[config.mk]
export PLATFORM = sky130hd
export DESIGN_NAME = timer_channel_compare_pwm
export DESIGN_NICKNAME = d
export VERILOG_FILES = /design/src/rtl/timer_pwm_pkg.sv /design/src/rtl/flag_two_step.sv /design/src/rtl/pwm_counter.sv /design/src/rtl/timer_channel_compare_pwm.sv
export VERILOG_INCLUDE_DIRS = /design/src /design/src/rtl
export SDC_FILE = /design/constraint.sdc
export NUM_CORES = 1
export LEC_CHECK = 0
export BUFFER_PORTS_ARGS = -buffer_cell sky130_fd_sc_hd__buf_2
export CAP_MARGIN = 15
export CORE_ASPECT_RATIO = 1.5
export CORE_MARGIN = 4
export CORE_UTILIZATION = 59
export DETAILED_ROUTE_END_ITERATION = 10
export PLACE_DENSITY = 0.83
export SLEW_MARGIN = 25
export SYNTH_ARGS = -nofsm -noshare
export SYNTH_HDL_FRONTEND = slang
export SYNTH_HIERARCHICAL = 1
export SYNTH_SLANG_ARGS = --single-unit
[constraint.sdc]
create_clock -name clock -period 3.9 [get_ports clock]
set_clock_uncertainty 0.05 [all_clocks]
set_input_delay 0.975 -clock clock [delete_from_list [all_inputs] [get_ports clock]]
set_output_delay 0.975 -clock clock [all_outputs]
set_load 0.1 [all_outputs]
[src/rtl/timer_pwm_cfg.svh]
// Constants for the timer compare and PWM channel block.
`ifndef TIMER_PWM_CFG_SVH
`define TIMER_PWM_CFG_SVH

// Clock source select codes.
`define CLK_SRC_OFF   2'b00
`define CLK_SRC_BUS   2'b01
`define CLK_SRC_FIXED 2'b10
`define CLK_SRC_EXT   2'b11

// Field positions in the main status/control byte.
`define SC_FLAG_BIT   7
`define SC_IE_BIT     6
`define SC_CENTER_BIT 5
`define SC_CLK_HI     4
`define SC_CLK_LO     3

// Field positions in the channel status/control byte.
`define CSC_MSB_BIT   5
`define CSC_MSA_BIT   4
`define CSC_ELSB_BIT  3
`define CSC_ELSA_BIT  2

// Counter values with a fixed meaning.
`define CNT_ZERO      16'h0000
`define CNT_FREE_TERM 16'hFFFF
`define VAL_SIGN_BIT  15

// Reset value of every control byte.
`define CTRL_RESET    8'h00

`endif

[src/rtl/timer_pwm_pkg.sv]
// Types shared by the timer compare and PWM channel block.
package timer_pwm_pkg;

  // Main control fields kept by the block.
  typedef struct packed {
    logic [1:0] clock_source_select;
    logic       center_align_select;
    logic       counter_wrap_irq_enable;
  } timer_ctrl_t;

  // Channel control fields kept by the block.
  typedef struct packed {
    logic channel_event_irq_enable;
    logic channel_mode_select_b;
    logic channel_mode_select_a;
    logic edge_level_select_b;
    logic edge_level_select_a;
  } chan_ctrl_t;

  // One byte write from software, with a strobe for each target byte.
  typedef struct packed {
    logic       timer_sc;
    logic       mod_high;
    logic       mod_low;
    logic       chan_sc;
    logic       val_high;
    logic       val_low;
    logic       count_clear;
    logic [7:0] data;
  } byte_write_t;

  // Software reads of the two flag bytes.
  typedef struct packed {
    logic wrap_flag_read;
    logic chan_flag_read;
  } flag_read_t;

  // Direction in which the counter reached its present value.
  typedef enum logic {DIR_UP, DIR_DOWN} count_dir_t;

  // Operating mode of the channel.
  typedef enum logic [1:0] {MODE_CAPTURE, MODE_COMPARE, MODE_EDGE_PWM, MODE_CENTER_PWM} chan_mode_t;

  // Progress of a two-byte coherent write.
  typedef enum logic [1:0] {COH_EMPTY, COH_HIGH, COH_LOW, COH_FULL} coh_state_t;

endpackage : timer_pwm_pkg

[src/rtl/flag_two_step.sv]
// Event flag cleared by a read while set followed by a write of zero.
`timescale 1ns/1ps
module flag_two_step (
  input  wire logic clock,
  input  wire logic reset,
  input  wire logic set_event,
  input  wire logic read_seen,
  input  wire logic clear_write,
  output logic      flag_r
);

  logic armed_r;  // A read saw the flag set and a clear may follow.

  // Arms on a read of the set flag; a new event or the clear write disarms it.
  always_ff @(posedge clock) begin
    if (reset) begin
      armed_r <= 1'b0;
    end else if (set_event || clear_write) begin
      armed_r <= 1'b0;
    end else if (read_seen && flag_r) begin
      armed_r <= 1'b1;
    end
  end

  // The event always wins over a clear in the same cycle.
  always_ff @(posedge clock) begin
    if (reset) begin
      flag_r <= 1'b0;
    end else if (set_event) begin
      flag_r <= 1'b1;
    end else if (clear_write && armed_r) begin
      flag_r <= 1'b0;
    end
  end

  a_set_wins_clear: assert property (@(posedge clock) disable iff (reset) set_event |=> flag_r)
    else $error("flag lost an event");
  a_clear_needs_arm: assert property (@(posedge clock) disable iff (reset)
      (flag_r && clear_write && !armed_r && !set_event) |=> flag_r)
    else $error("flag cleared without a prior read");

endmodule : flag_two_step

[src/rtl/pwm_counter.sv]
// Main timer counter with up and up/down counting and its event pulses.
`timescale 1ns/1ps
module pwm_counter
  import timer_pwm_pkg::*;
#(
  parameter int COUNT_W = 16
) (
  input  wire logic               clock,
  input  wire logic               reset,
  input  wire logic               tick,
  input  wire logic               center,
  input  wire logic               clear,
  input  wire logic [COUNT_W-1:0] modulus,
  output logic      [COUNT_W-1:0] count_r,
  output count_dir_t              dir_r,
  output logic                    moved_r,
  output logic                    wrap_r,
  output logic                    load_r
);

  // Refuses widths too narrow for the turn-around logic.
  if (COUNT_W < 2) begin : g_width_check
    $error("COUNT_W must be at least 2");
  end

  logic [COUNT_W-1:0] term;  // Terminal count: modulus, or all ones when free running.
  assign term = (modulus == '0) ? '1 : modulus;

  // Steps the count on each tick; in center mode it turns at both ends.
  always_ff @(posedge clock) begin
    if (reset || clear) begin
      count_r <= '0;
      dir_r   <= DIR_UP;
    end else if (tick) begin
      if (!center) begin
        count_r <= (count_r == term) ? '0 : COUNT_W'(count_r + 1'b1);
        dir_r   <= DIR_UP;
      end else if (dir_r == DIR_UP) begin
        if (count_r == term) begin
          count_r <= COUNT_W'(count_r - 1'b1);
          dir_r   <= DIR_DOWN;
        end else begin
          count_r <= COUNT_W'(count_r + 1'b1);
        end
      end else if (count_r == '0) begin
        count_r <= COUNT_W'(count_r + 1'b1);
        dir_r   <= DIR_UP;
      end else begin
        count_r <= COUNT_W'(count_r - 1'b1);
      end
    end
  end

  // Pulses that line up with the cycle in which the new count is shown.
  always_ff @(posedge clock) begin
    if (reset || clear) begin
      moved_r <= 1'b0;
      wrap_r  <= 1'b0;
      load_r  <= 1'b0;
    end else begin
      moved_r <= tick;
      wrap_r  <= tick && (count_r == term) && (!center || dir_r == DIR_UP);
      load_r  <= tick && (dir_r == DIR_UP) && (count_r == COUNT_W'(term - 1'b1));
    end
  end

  a_wrap_to_zero: assert property (@(posedge clock) disable iff (reset) (wrap_r && !$past(center)) |-> count_r == '0)
    else $error("wrap pulse without a zero count");
  a_center_turn_down: assert property (@(posedge clock) disable iff (reset || clear)
      (tick && center && dir_r == DIR_UP && count_r == term) |=> (dir_r == DIR_DOWN && wrap_r))
    else $error("center counter did not turn at the terminal count");

endmodule : pwm_counter

[src/rtl/timer_channel_compare_pwm.sv]
// Timer with one channel for capture, output compare, edge PWM and center PWM.
`timescale 1ns/1ps
`include "timer_pwm_cfg.svh"

// Function
// Compare match sets, clears or toggles pin.
// Compare value loads on next counter change.
// Channel control write restarts value byte pairing.
// Compare match sets the channel event flag.
// Edge PWM period is modulus plus one.
// Edge PWM: wrap drives active, match inactive.
// Zero gives 0%, above modulus gives 100%.
// PWM values load at modulus minus one.
// Center PWM counts up then down.
// Center PWM: zero or negative gives 0%.
// Center PWM: up match low, down high.
// Software keeps center modulus in 1..0x7FFF.
// Main control write restarts modulus byte pairing.
// Software uses center PWM only in center mode.
// Reset clears controls and releases the pin.
// Wrap flag sets at the terminal count.
// Channel flag on capture edge or match.
// Interrupt request high for enabled set flags.
// Clock source codes: off, bus, fixed, external.
// Flags clear by read then zero write.
// Center counter ends last one period each.
// Polarity bit inverts center PWM output.
module timer_channel_compare_pwm
  import timer_pwm_pkg::*;
(
  input  wire logic                      clock,
  input  wire logic                      reset,
  input  wire timer_pwm_pkg::byte_write_t byte_write,
  input  wire timer_pwm_pkg::flag_read_t  flag_read,
  input  wire logic                      fixed_clock_tick,
  input  wire logic                      ext_clock_in,
  input  wire logic                      chan_pin_in,
  output logic                           chan_pin_out,
  output logic                           chan_pin_oe_n,
  output logic [7:0]                     timer_status_control,
  output logic [7:0]                     channel_status_control,
  output logic [15:0]                    counter_value,
  output logic [15:0]                    channel_compare_value,
  output logic [15:0]                    counter_modulus_value,
  output logic                           irq_request
);

  import timer_pwm_pkg::*;

  timer_ctrl_t ctrl_r;             // Main control fields.
  chan_ctrl_t  chan_ctrl_r;        // Channel control fields.
  logic [15:0] mod_buf_r;          // Modulus bytes waiting for their partner.
  coh_state_t  mod_coh_r;          // Modulus byte pairing progress.
  logic [15:0] val_buf_r;          // Channel value bytes waiting to load.
  coh_state_t  val_coh_r;          // Channel value byte pairing progress.
  logic [15:0] modulus_r;          // Modulus in force.
  logic [15:0] val_r;              // Channel value in force.
  logic [2:0]  ext_sync_r;         // External clock synchroniser and edge history.
  logic [2:0]  pin_sync_r;         // Channel pin synchroniser and edge history.
  logic        pin_r;              // Channel pin level.
  logic        oe_n_r;             // Channel pin output enable, low while driving.
  logic        irq_r;              // Registered interrupt request.
  logic        tick;               // Counter advance enable for this cycle.
  logic [15:0] count;              // Current counter value.
  count_dir_t  dir;                // Direction in which the count was reached.
  logic        moved;              // The count changed in the previous cycle.
  logic        wrap;               // Terminal count was just left.
  logic        load_pt;            // Counter just went from terminal minus one.
  logic        wrap_flag;          // Counter wrap event flag.
  logic        chan_flag;          // Channel event flag.
  logic        match;              // Counter newly equals the channel value.
  logic        cap_edge;           // Selected capture edge seen on the pin.
  logic        val_second;         // This write completes a channel value pair.
  logic        val_ready;          // A complete channel value is waiting.
  logic        val_load;           // Buffered channel value loads this cycle.
  logic        active_lvl;         // PWM active level set by the polarity bit.
  chan_mode_t  mode;               // Decoded channel mode.

  // Decodes the channel mode from the module and channel mode bits.
  function automatic chan_mode_t decode_mode(input logic center, input chan_ctrl_t cc);
    if (center) begin
      decode_mode = MODE_CENTER_PWM;
    end else if (cc.channel_mode_select_b) begin
      decode_mode = MODE_EDGE_PWM;
    end else if (cc.channel_mode_select_a) begin
      decode_mode = MODE_COMPARE;
    end else begin
      decode_mode = MODE_CAPTURE;
    end
  endfunction : decode_mode

  // Advances a byte pairing state with a high or a low byte.
  function automatic coh_state_t pair_step(input coh_state_t st, input logic high);
    if (st == COH_FULL) begin
      pair_step = high ? COH_HIGH : COH_LOW;
    end else if ((high && st == COH_LOW) || (!high && st == COH_HIGH)) begin
      pair_step = COH_FULL;
    end else begin
      pair_step = high ? COH_HIGH : COH_LOW;
    end
  endfunction : pair_step

  assign mode       = decode_mode(ctrl_r.center_align_select, chan_ctrl_r);
  assign active_lvl = ~chan_ctrl_r.edge_level_select_a;
  assign match      = moved && (count == val_r);
  assign cap_edge   = (chan_ctrl_r.edge_level_select_a && pin_sync_r[1] && !pin_sync_r[2])
                   || (chan_ctrl_r.edge_level_select_b && !pin_sync_r[1] && pin_sync_r[2]);

  // Chooses the counter advance from the clock source field.
  always_comb begin
    case (ctrl_r.clock_source_select)
      `CLK_SRC_BUS:   tick = 1'b1;
      `CLK_SRC_FIXED: tick = fixed_clock_tick;
      `CLK_SRC_EXT:   tick = ext_sync_r[1] && !ext_sync_r[2];
      default:        tick = 1'b0;
    endcase
  end

  // Brings the external clock and channel pin into the clock domain.
  always_ff @(posedge clock) begin
    if (reset) begin
      ext_sync_r <= 3'b000;
      pin_sync_r <= 3'b000;
    end else begin
      ext_sync_r <= {ext_sync_r[1:0], ext_clock_in};
      pin_sync_r <= {pin_sync_r[1:0], chan_pin_in};
    end
  end

  // Main control byte; reset stops the counter and every mode bit.
  always_ff @(posedge clock) begin
    if (reset) begin
      ctrl_r <= timer_ctrl_t'(`CTRL_RESET);
    end else if (byte_write.timer_sc) begin
      ctrl_r.counter_wrap_irq_enable <= byte_write.data[`SC_IE_BIT];
      ctrl_r.center_align_select     <= byte_write.data[`SC_CENTER_BIT];
      ctrl_r.clock_source_select     <= byte_write.data[`SC_CLK_HI:`SC_CLK_LO];
    end
  end

  // Channel control byte; reset returns the channel to capture with the pin released.
  always_ff @(posedge clock) begin
    if (reset) begin
      chan_ctrl_r <= chan_ctrl_t'(`CTRL_RESET);
    end else if (byte_write.chan_sc) begin
      chan_ctrl_r.channel_event_irq_enable <= byte_write.data[`SC_IE_BIT];
      chan_ctrl_r.channel_mode_select_b    <= byte_write.data[`CSC_MSB_BIT];
      chan_ctrl_r.channel_mode_select_a    <= byte_write.data[`CSC_MSA_BIT];
      chan_ctrl_r.edge_level_select_b      <= byte_write.data[`CSC_ELSB_BIT];
      chan_ctrl_r.edge_level_select_a      <= byte_write.data[`CSC_ELSA_BIT];
    end
  end

  // Modulus bytes go to a buffer and take effect once both halves are in.
  always_ff @(posedge clock) begin
    if (reset) begin
      mod_buf_r <= `CNT_ZERO;
      mod_coh_r <= COH_EMPTY;
      modulus_r <= `CNT_ZERO;
    end else if (byte_write.timer_sc) begin
      mod_coh_r <= COH_EMPTY;
    end else if (byte_write.mod_high || byte_write.mod_low) begin
      mod_coh_r <= pair_step(mod_coh_r, byte_write.mod_high);
      if (byte_write.mod_high) begin
        mod_buf_r[15:8] <= byte_write.data;
      end else begin
        mod_buf_r[7:0] <= byte_write.data;
      end
      if (pair_step(mod_coh_r, byte_write.mod_high) == COH_FULL) begin
        modulus_r <= byte_write.mod_high ? {byte_write.data, mod_buf_r[7:0]} : {mod_buf_r[15:8], byte_write.data};
      end
    end
  end

  assign val_second = (byte_write.val_high || byte_write.val_low) && mode != MODE_CAPTURE
                   && pair_step(val_coh_r, byte_write.val_high) == COH_FULL;
  assign val_ready  = val_coh_r == COH_FULL;

  // Picks the moment a complete buffered value takes effect.
  always_comb begin
    if (ctrl_r.clock_source_select == `CLK_SRC_OFF) begin
      val_load = val_ready;
    end else if (mode == MODE_COMPARE) begin
      val_load = val_ready && moved;
    end else begin
      val_load = val_ready && load_pt && mode != MODE_CAPTURE;
    end
  end

  // Channel value byte buffer; a channel control write drops any half-written pair.
  always_ff @(posedge clock) begin
    if (reset) begin
      val_buf_r <= `CNT_ZERO;
      val_coh_r <= COH_EMPTY;
    end else if (byte_write.chan_sc) begin
      val_coh_r <= COH_EMPTY;
    end else if ((byte_write.val_high || byte_write.val_low) && mode != MODE_CAPTURE) begin
      val_coh_r <= pair_step(val_coh_r, byte_write.val_high);
      if (byte_write.val_high) begin
        val_buf_r[15:8] <= byte_write.data;
      end else begin
        val_buf_r[7:0] <= byte_write.data;
      end
    end else if (val_load) begin
      val_coh_r <= COH_EMPTY;
    end
  end

  // Channel value in force: capture latch, or load from the buffer.
  always_ff @(posedge clock) begin
    if (reset) begin
      val_r <= `CNT_ZERO;
    end else if (mode == MODE_CAPTURE && cap_edge) begin
      val_r <= count;
    end else if (val_load && !byte_write.chan_sc && !val_second) begin
      val_r <= val_buf_r;
    end
  end

  // Drives the channel pin for compare and both PWM modes.
  always_ff @(posedge clock) begin
    if (reset) begin
      pin_r  <= 1'b0;
      oe_n_r <= 1'b1;
    end else begin
      oe_n_r <= (mode == MODE_CAPTURE) || !(chan_ctrl_r.edge_level_select_a || chan_ctrl_r.edge_level_select_b);
      case (mode)
        MODE_COMPARE: begin
          if (match) begin
            case ({chan_ctrl_r.edge_level_select_b, chan_ctrl_r.edge_level_select_a})
              2'b01:   pin_r <= ~pin_r;
              2'b10:   pin_r <= 1'b0;
              2'b11:   pin_r <= 1'b1;
              default: pin_r <= pin_r;
            endcase
          end
        end
        MODE_EDGE_PWM: begin
          if (match) begin
            pin_r <= ~active_lvl;
          end else if (wrap) begin
            pin_r <= active_lvl;
          end
        end
        MODE_CENTER_PWM: begin
          if (val_r == `CNT_ZERO || val_r[`VAL_SIGN_BIT]) begin
            pin_r <= ~active_lvl;
          end else if (val_r > modulus_r && modulus_r != `CNT_ZERO) begin
            pin_r <= active_lvl;
          end else if (match) begin
            pin_r <= (dir == DIR_UP) ? ~active_lvl : active_lvl;
          end
        end
        default: pin_r <= pin_r;
      endcase
    end
  end

  // Raises the request for each flag whose enable is set.
  always_ff @(posedge clock) begin
    if (reset) begin
      irq_r <= 1'b0;
    end else begin
      irq_r <= (wrap_flag && ctrl_r.counter_wrap_irq_enable)
            || (chan_flag && chan_ctrl_r.channel_event_irq_enable);
    end
  end

  // Counter that serves both counting modes.
  pwm_counter #(.COUNT_W(16)) u_counter (
    .clock   (clock),
    .reset   (reset),
    .tick    (tick),
    .center  (ctrl_r.center_align_select),
    .clear   (byte_write.count_clear),
    .modulus (modulus_r),
    .count_r (count),
    .dir_r   (dir),
    .moved_r (moved),
    .wrap_r  (wrap),
    .load_r  (load_pt)
  );

  // Counter wrap flag.
  flag_two_step u_wrap_flag (
    .clock       (clock),
    .reset       (reset),
    .set_event   (wrap),
    .read_seen   (flag_read.wrap_flag_read),
    .clear_write (byte_write.timer_sc && !byte_write.data[`SC_FLAG_BIT]),
    .flag_r      (wrap_flag)
  );

  // Channel event flag, set by a capture edge or a match.
  flag_two_step u_chan_flag (
    .clock       (clock),
    .reset       (reset),
    .set_event   ((mode == MODE_CAPTURE) ? cap_edge : match),
    .read_seen   (flag_read.chan_flag_read),
    .clear_write (byte_write.chan_sc && !byte_write.data[`SC_FLAG_BIT]),
    .flag_r      (chan_flag)
  );

  assign chan_pin_out           = pin_r;
  assign chan_pin_oe_n          = oe_n_r;
  assign irq_request            = irq_r;
  assign counter_value          = count;
  assign channel_compare_value  = val_r;
  assign counter_modulus_value  = modulus_r;
  assign timer_status_control   = {wrap_flag, ctrl_r.counter_wrap_irq_enable, ctrl_r.center_align_select,
                                   ctrl_r.clock_source_select, 3'b000};
  assign channel_status_control = {chan_flag, chan_ctrl_r.channel_event_irq_enable, chan_ctrl_r.channel_mode_select_b,
                                   chan_ctrl_r.channel_mode_select_a, chan_ctrl_r.edge_level_select_b,
                                   chan_ctrl_r.edge_level_select_a, 2'b00};

  a_irq_follows_flags: assert property (@(posedge clock) disable iff (reset)
      ((wrap_flag && ctrl_r.counter_wrap_irq_enable) || (chan_flag && chan_ctrl_r.channel_event_irq_enable))
      |=> irq_request)
    else $error("interrupt request missing for an enabled flag");
  a_compare_sets_flag: assert property (@(posedge clock) disable iff (reset)
      (mode == MODE_COMPARE && match) |=> chan_flag)
    else $error("compare match did not set the channel flag");
  a_edge_zero_duty: assert property (@(posedge clock) disable iff (reset)
      (mode == MODE_EDGE_PWM && wrap && val_r == `CNT_ZERO) |=> chan_pin_out == ~active_lvl)
    else $error("zero channel value did not give 0 percent duty");
  a_edge_wrap_active: assert property (@(posedge clock) disable iff (reset)
      (mode == MODE_EDGE_PWM && wrap && !match) |=> chan_pin_out == active_lvl)
    else $error("edge PWM wrap did not drive the active level");
  a_center_up_match: assert property (@(posedge clock) disable iff (reset)
      (mode == MODE_CENTER_PWM && match && dir == DIR_UP && val_r != `CNT_ZERO && !val_r[`VAL_SIGN_BIT]
       && val_r <= modulus_r) |=> chan_pin_out == ~$past(active_lvl))
    else $error("center PWM up match did not drive the inactive level");
  a_clock_off_load: assert property (@(posedge clock) disable iff (reset)
      (ctrl_r.clock_source_select == `CLK_SRC_OFF && val_second && !byte_write.chan_sc) ##1 !byte_write.chan_sc
      |=> val_r == $past(val_buf_r))
    else $error("value did not load on the second byte with the clock off");
  a_chan_sc_restart: assert property (@(posedge clock) disable iff (reset)
      byte_write.chan_sc |=> val_coh_r == COH_EMPTY)
    else $error("channel control write did not restart value pairing");
  a_capture_releases: assert property (@(posedge clock) disable iff (reset)
      mode == MODE_CAPTURE |=> chan_pin_oe_n)
    else $error("pin driven while in capture mode");

endmodule : timer_channel_compare_pwm

# ---- After elaboration in Yosys (flattened, before gate mapping)
# Cells that the tools add are included.
dict set report classes {
  n_addsub 3
  n_mul 0
  div 0
  magnitude_cmp 1
  n_eq_ne 24
  shifts 0
  n_mux 44
  n_bitwise 7
  n_reduce_logical 76
}
# operator count
set ops {}
lappend ops {{$mux W16} 9}
lappend ops {{$eq A16 B16 Y1} 3}
lappend ops {{$logic_not A16 Y1} 3}
lappend ops {{$sub A16 B1 Y16 const B} 2}
lappend ops {{$logic_and A1 B1 Y1} 31}
lappend ops {{$mux W2} 13}
lappend ops {{$eq A2 B2 Y1 const B} 12}
lappend ops {{$mux W1} 19}
lappend ops {{$add A16 B1 Y16 const B} 1}
lappend ops {{$gt A16 B16 Y1} 1}
lappend ops {{$reduce_bool A16 Y1} 1}
lappend ops {{$reduce_and A3 Y1} 5}
lappend ops {{$logic_or A1 B1 Y1} 13}
lappend ops {{$eq A2 B1 Y1 const B} 5}
lappend ops {{$logic_not A1 Y1} 10}
lappend ops {{$reduce_bool A2 Y1} 5}
lappend ops {{$pmux W1 S3} 3}
lappend ops {{$reduce_or A2 Y1} 4}
lappend ops {{$not A1 Y1} 7}
lappend ops {{$reduce_and A5 Y1} 1}
lappend ops {{$logic_not A2 Y1} 2}
lappend ops {{$ne A4 B1 Y1 const B} 1}
lappend ops {{$ne A4 B4 Y1 const B} 1}
lappend ops {{$ne A3 B2 Y1 const B} 1}
lappend ops {{other kinds (2)} 2}
dict set report totals {
  reg_bits 110
  latchBits 0
  ramBits 0
  mem_bits_ro 0
  in_bits 22
  output_inout_bits 67
  wordCells 185
  n_memories 0
}

# ---- Depth between registers and ports, before layout
dict set report logic_depth {
  depth_word 11
  mapped_depth 16
}

# ---- Hierarchy
# The synthesis kept the hierarchy.
# mod n_inst cells_each area_per_inst_um2
set by_module_without_submodules {}
lappend by_module_without_submodules {timer_channel_compare_pwm 1 481 4340.4}
lappend by_module_without_submodules {pwm_counter 1 377 2658.8}
lappend by_module_without_submodules {flag_two_step 2 7 67.6}

# ---- Worst setup path before layout
# No wires, ideal clock.
dict set report synth_path {
  path_type {register -> register}
  start {reg modulus_r[4] (netlist: counter_modulus_value[4])}
  end {reg u_counter.load_r}
  setup_ns 0.096
  arrival_time_ns 3.799
  slack_ns -0.045
  path_stages_with_launch 17
  path_buffers 4
  path_cell_list {dfxtp_1 clkbuf_1 nor4_4 and4_1 buf_4 clkbuf_1 nor2_1 ha_1 nand2b_1 nor3_1 and3_1 clkbuf_1 nand3b_1 mux2i_1 xnor2_1 nand3_1 nor4b_1}
}
dict set report synth_via {
  elab_chain_cells 5
}
# item line
set synth_lines {}
lappend synth_lines {{start, declared} timer_channel_compare_pwm.sv:56} ;# logic [15:0] modulus_r;
lappend synth_lines {{start signal, assigned} timer_channel_compare_pwm.sv:159} ;# modulus_r <= `CNT_ZERO;
lappend synth_lines {{start signal, assigned} timer_channel_compare_pwm.sv:170} ;# modulus_r <= byte_write.mod_high ? {byte_write.data, mod_buf_r[7:0]} : {mod_buf_r[15:8], byte_write.data};
lappend synth_lines {{$logic_not A16 Y1} pwm_counter.sv:27} ;# assign term = (modulus == '0) ? '1 : modulus;
lappend synth_lines {{$mux W16 *} pwm_counter.sv:27}
lappend synth_lines {{$sub A16 B1 Y16 *} pwm_counter.sv:63} ;# load_r <= tick && (dir_r == DIR_UP) && (count_r == COUNT_W'(term - 1'b1));
lappend synth_lines {{$eq A16 B16 Y1 *} pwm_counter.sv:63}
lappend synth_lines {{$logic_and A1 B1 Y1 *} pwm_counter.sv:63}
lappend synth_lines {{end signal, assigned} pwm_counter.sv:63}
lappend synth_lines {{end, declared} pwm_counter.sv:18} ;# output logic load_r
# Mark *: on every way between the ends. The rest lies on a longest branch, timed or not.
# A chain may end at the register's enable or synchronous reset.

# ---- Worst setup path in the final report
dict set report layout_path {
  start {reg modulus_r[10] (netlist: counter_modulus_value[10])}
  end {reg u_counter.count_r[5]}
}
dict set report layout_via {
  elab_chain_cells 6
  word_cells_on_any_way 7
}
# item line
set layout_lines {}
lappend layout_lines {{$logic_not A16 Y1} pwm_counter.sv:27}
lappend layout_lines {{$mux W16 *} pwm_counter.sv:27}
lappend layout_lines {{$eq A16 B16 Y1 *} {pwm_counter.sv:36, pwm_counter.sv:39}}
lappend layout_lines {{$mux W16} pwm_counter.sv:39} ;# if (count_r == term) begin
lappend layout_lines {{$mux W16} pwm_counter.sv:38} ;# end else if (dir_r == DIR_UP) begin
lappend layout_lines {{$mux W16 *} pwm_counter.sv:35} ;# if (!center) begin
lappend layout_lines {{end signal, assigned} pwm_counter.sv:36} ;# count_r <= (count_r == term) ? '0 : COUNT_W'(count_r + 1'b1);
lappend layout_lines {{end signal, assigned} pwm_counter.sv:40} ;# count_r <= COUNT_W'(count_r - 1'b1);
lappend layout_lines {{end signal, assigned} pwm_counter.sv:43} ;# count_r <= COUNT_W'(count_r + 1'b1);
lappend layout_lines {{end, declared} pwm_counter.sv:14} ;# output logic [COUNT_W-1:0] count_r,
# Marked as above.

==> metrics.yaml <==
synth_top_area_share_pct: 30.87
crit_type: "reg -> reg"
drc: 0
syn2layout_area_growth_pct: 11.47
stdcell_area_sq_mm: 0.007953
tritoncts: "built"
dp_hpwl_mm: 16.70
yosysWarnings: 6
grt_pass1_wl_mm: 35.91
die_area_sq_mm: 0.01395
clockRootBuffer: "clkbuf_16"
cp.required_ns: 4.14
gp_congestion: 1.064
fmax_ghz: 0.2866
routed_via_density: 6.554
power.internal_w: 0.001846
endpoint_kind: "flip-flop"
maxSlewHeadroom_pct: 38.82
hold_path.class: "reg -> reg"
grt_antenna_before_repair: 0
p_comb_share_pct: 24.7
track_usage_pct: 32.57
syn_inst: 872
nNetsFinal: 968
r2r_cells: 8
peakVddDrop_uv: 276.9
p_sw_share_pct: 34.96
synth_common_cells: "110 x dfxtp_1, 103 x nor2_1, 75 x mux2i_1, 48 x clkbuf_1, 45 x nand2_1"
avgRoutedWirePerCell_um: 21.48
clkLatencyLatePin_ns: 0.35
finalWorstPathRequiredPeriod_ns: 3.490
p_sw_w: 0.0009924
syn_area_per_cell_sq_um: 8.182
core-area_sq_mm: 0.01165
worstPathArrival_ns: 3.73
start_kind: "flip-flop"
first_iter_violations: 692
die_x_um: 97.79
ys_seq_area_share_pct: 30.87
cellPowerDensity_mw_per_mm2: 356.9
synth.cell_area_sq_mm: 0.007134
h-tree-depth: 3
antenna_cells: 0
drive_gt1_share_pct: 17.01
grt_overflow: 0
drtPass1Iterations: 7
synth.most_common_cell: "dfxtp_1"
final-max-slew-violation-count: 0
grt_pass1_vias: 6650
grt_max_degree: 91
yosys-top-cells-area: "dfxtp_1 31%, mux2i_1 11%, nor2_1 5.4%, ha_1 3.9%, a211oi_1 3.8%"
synth.largest_area_cell: "dfxtp_1"
ys.flop_type: "dfxtp_1"
status: "finished clean"
p_clk_share_pct: 32.9
drt.antenna.violating_nets: 0
hold_viol: 0
clock_path_buffers: 2
ys_async_sr_fraction_pct: 0
worstPathMaxFanout: 13
initial_utilization_pct: 61.23
worst_pin_slew_ns: 0.9177
cts_setup_buffers: 0
rsz0062_at_grt: "no"
placed_area_sq_mm: 0.007657
synth_edf_count: 0
numPortBuffers: 83
setup_viol: 0
num_io_pins: 89
clock-sinks: 110
p_seq_share_pct: 42.4
die_h_um: 142.7
drv_cap: 0
synth-seq-cells: 110
wirelength_mm: 23.17
cts_buffers: 9
rows: 48
holdBufCountCts: 0
hold-path-cell-count: 1
dr_total_vias: 7072
ctsResizeCount: 0
fin_crit_sh_pct: 89.48
ys_types: 74
p_leak_nw: 3.185
clk_pin_slew_ns: 0.08
tns_ns: 0
area by class of cell:
class                           count  area (sq um)
Sequential cell                   110          2208
Multi-Input combinational cell    659          4512
Tap cell                          150         187.7
Inverter                           33         123.9
Clock buffer                       11         242.7
Clock inverter                      5         52.55
Timing Repair Buffer              111         625.6
Fill cell                        1010          3699
metrics by stage:
step | total power [W] | hold WS, ns | std cells | util (%) | worst slack, ns
floorplan | 0.001756 | 0.3638 | 876 | - | 0.1333
global placement | 0.001902 | 0.3672 | 1063 | 65.72 | 0.5948
detailed placement | 0.001909 | 0.3779 | 1063 | 65.72 | 0.5343
CTS | 0.002826 | 0.4001 | 1079 | 68.26 | 0.5019
global route | 0.002935 | 0.4118 | 1079 | 68.26 | 0.1356
finish | 0.002838 | 0.3988 | 1079 | 68.26 | 0.4103
kinds of logic (layout without fill, tap and decap cells):
logic type,count (synthesis),after routing,share of synthesized area (%)
xor gates and xnor gates,43,43,5.489
adders and majority gates,22,22,3.858
muxes,76,76,10.68
other,1,5,0.05256
DFF,110,110,30.87
and+or+nand+nor,338,338,25.24
AOI/OAI and AO/OA,175,175,17.38
buffers and inverters,107,160,6.436
cells in the final DEF, fill, tap and decap left out, drive strengths merged, types with 21 or more instances in the layout:
cell type,netlist,final
buf,25,111
dfxtp,110,110
nor2,103,103
mux2i,75,75
nand2,45,45
a21oi,37,37
a211oi,36,36
inv,33,36
nor3,31,31
nor4,27,27
o21ai,26,26
xnor2,23,23
ha,22,22
nand4,21,21
nand3,21,21
sequential cells by signal (all words and copies together), names as in the netlist, 2 cells and up:
name and flops:
channel_compare_value 16, counter_modulus_value 16, mod_buf_r 16, u_counter/count_r 16, val_buf_r 16, channel_status_control 5, timer_status_control 4, ext_sync_r 3
pin_sync_r 3, mod_coh_r 2, val_coh_r 2
layer usage:
layer  routed length (um)  track usage, %  vias up
met1                 8487           37.18     3283
met3                 1792           5.083      113
met2                11170           55.08      385
met4                 1722           23.85        0
li1                     -               -     3291
met5                    0               0        -
power by group through the flow:
stage | registers [W] | logic [W] | clock network, W
finish | 0.00120 | 0.000701 | 0.000934
global route | 0.00121 | 0.000745 | 0.000981
CTS | 0.00120 | 0.000685 | 0.000939
detailed placement | 0.00123 | 0.000681 | 0
global placement | 0.00123 | 0.000675 | 0
floorplan | 0.00133 | 0.000427 | 0
worst max-delay path, cell delays in order (launching register included):
cell and delay, ns:
dfxtp_1 0.45, nor4_4 0.48, and4_1 0.55, o211ai_1 0.16, a222oi_1 0.39, and2_2 0.38, a31oi_2 0.36, or3_1 0.46
a2bb2oi_1 0.15
worst paths after layout:
kind | slack (ns) | end | from
worst min register to register | 0.40 | pin_sync_r[1] | pin_sync_r[0]
worst max-delay path | 0.41 | u_counter/count_r[5] | counter_modulus_value[10]
worst min-delay path | 0.40 | pin_sync_r[1] | pin_sync_r[0]
worst max register to register | 0.41 | u_counter/count_r[5] | counter_modulus_value[10]
Power figures use the tool's default switching activity.
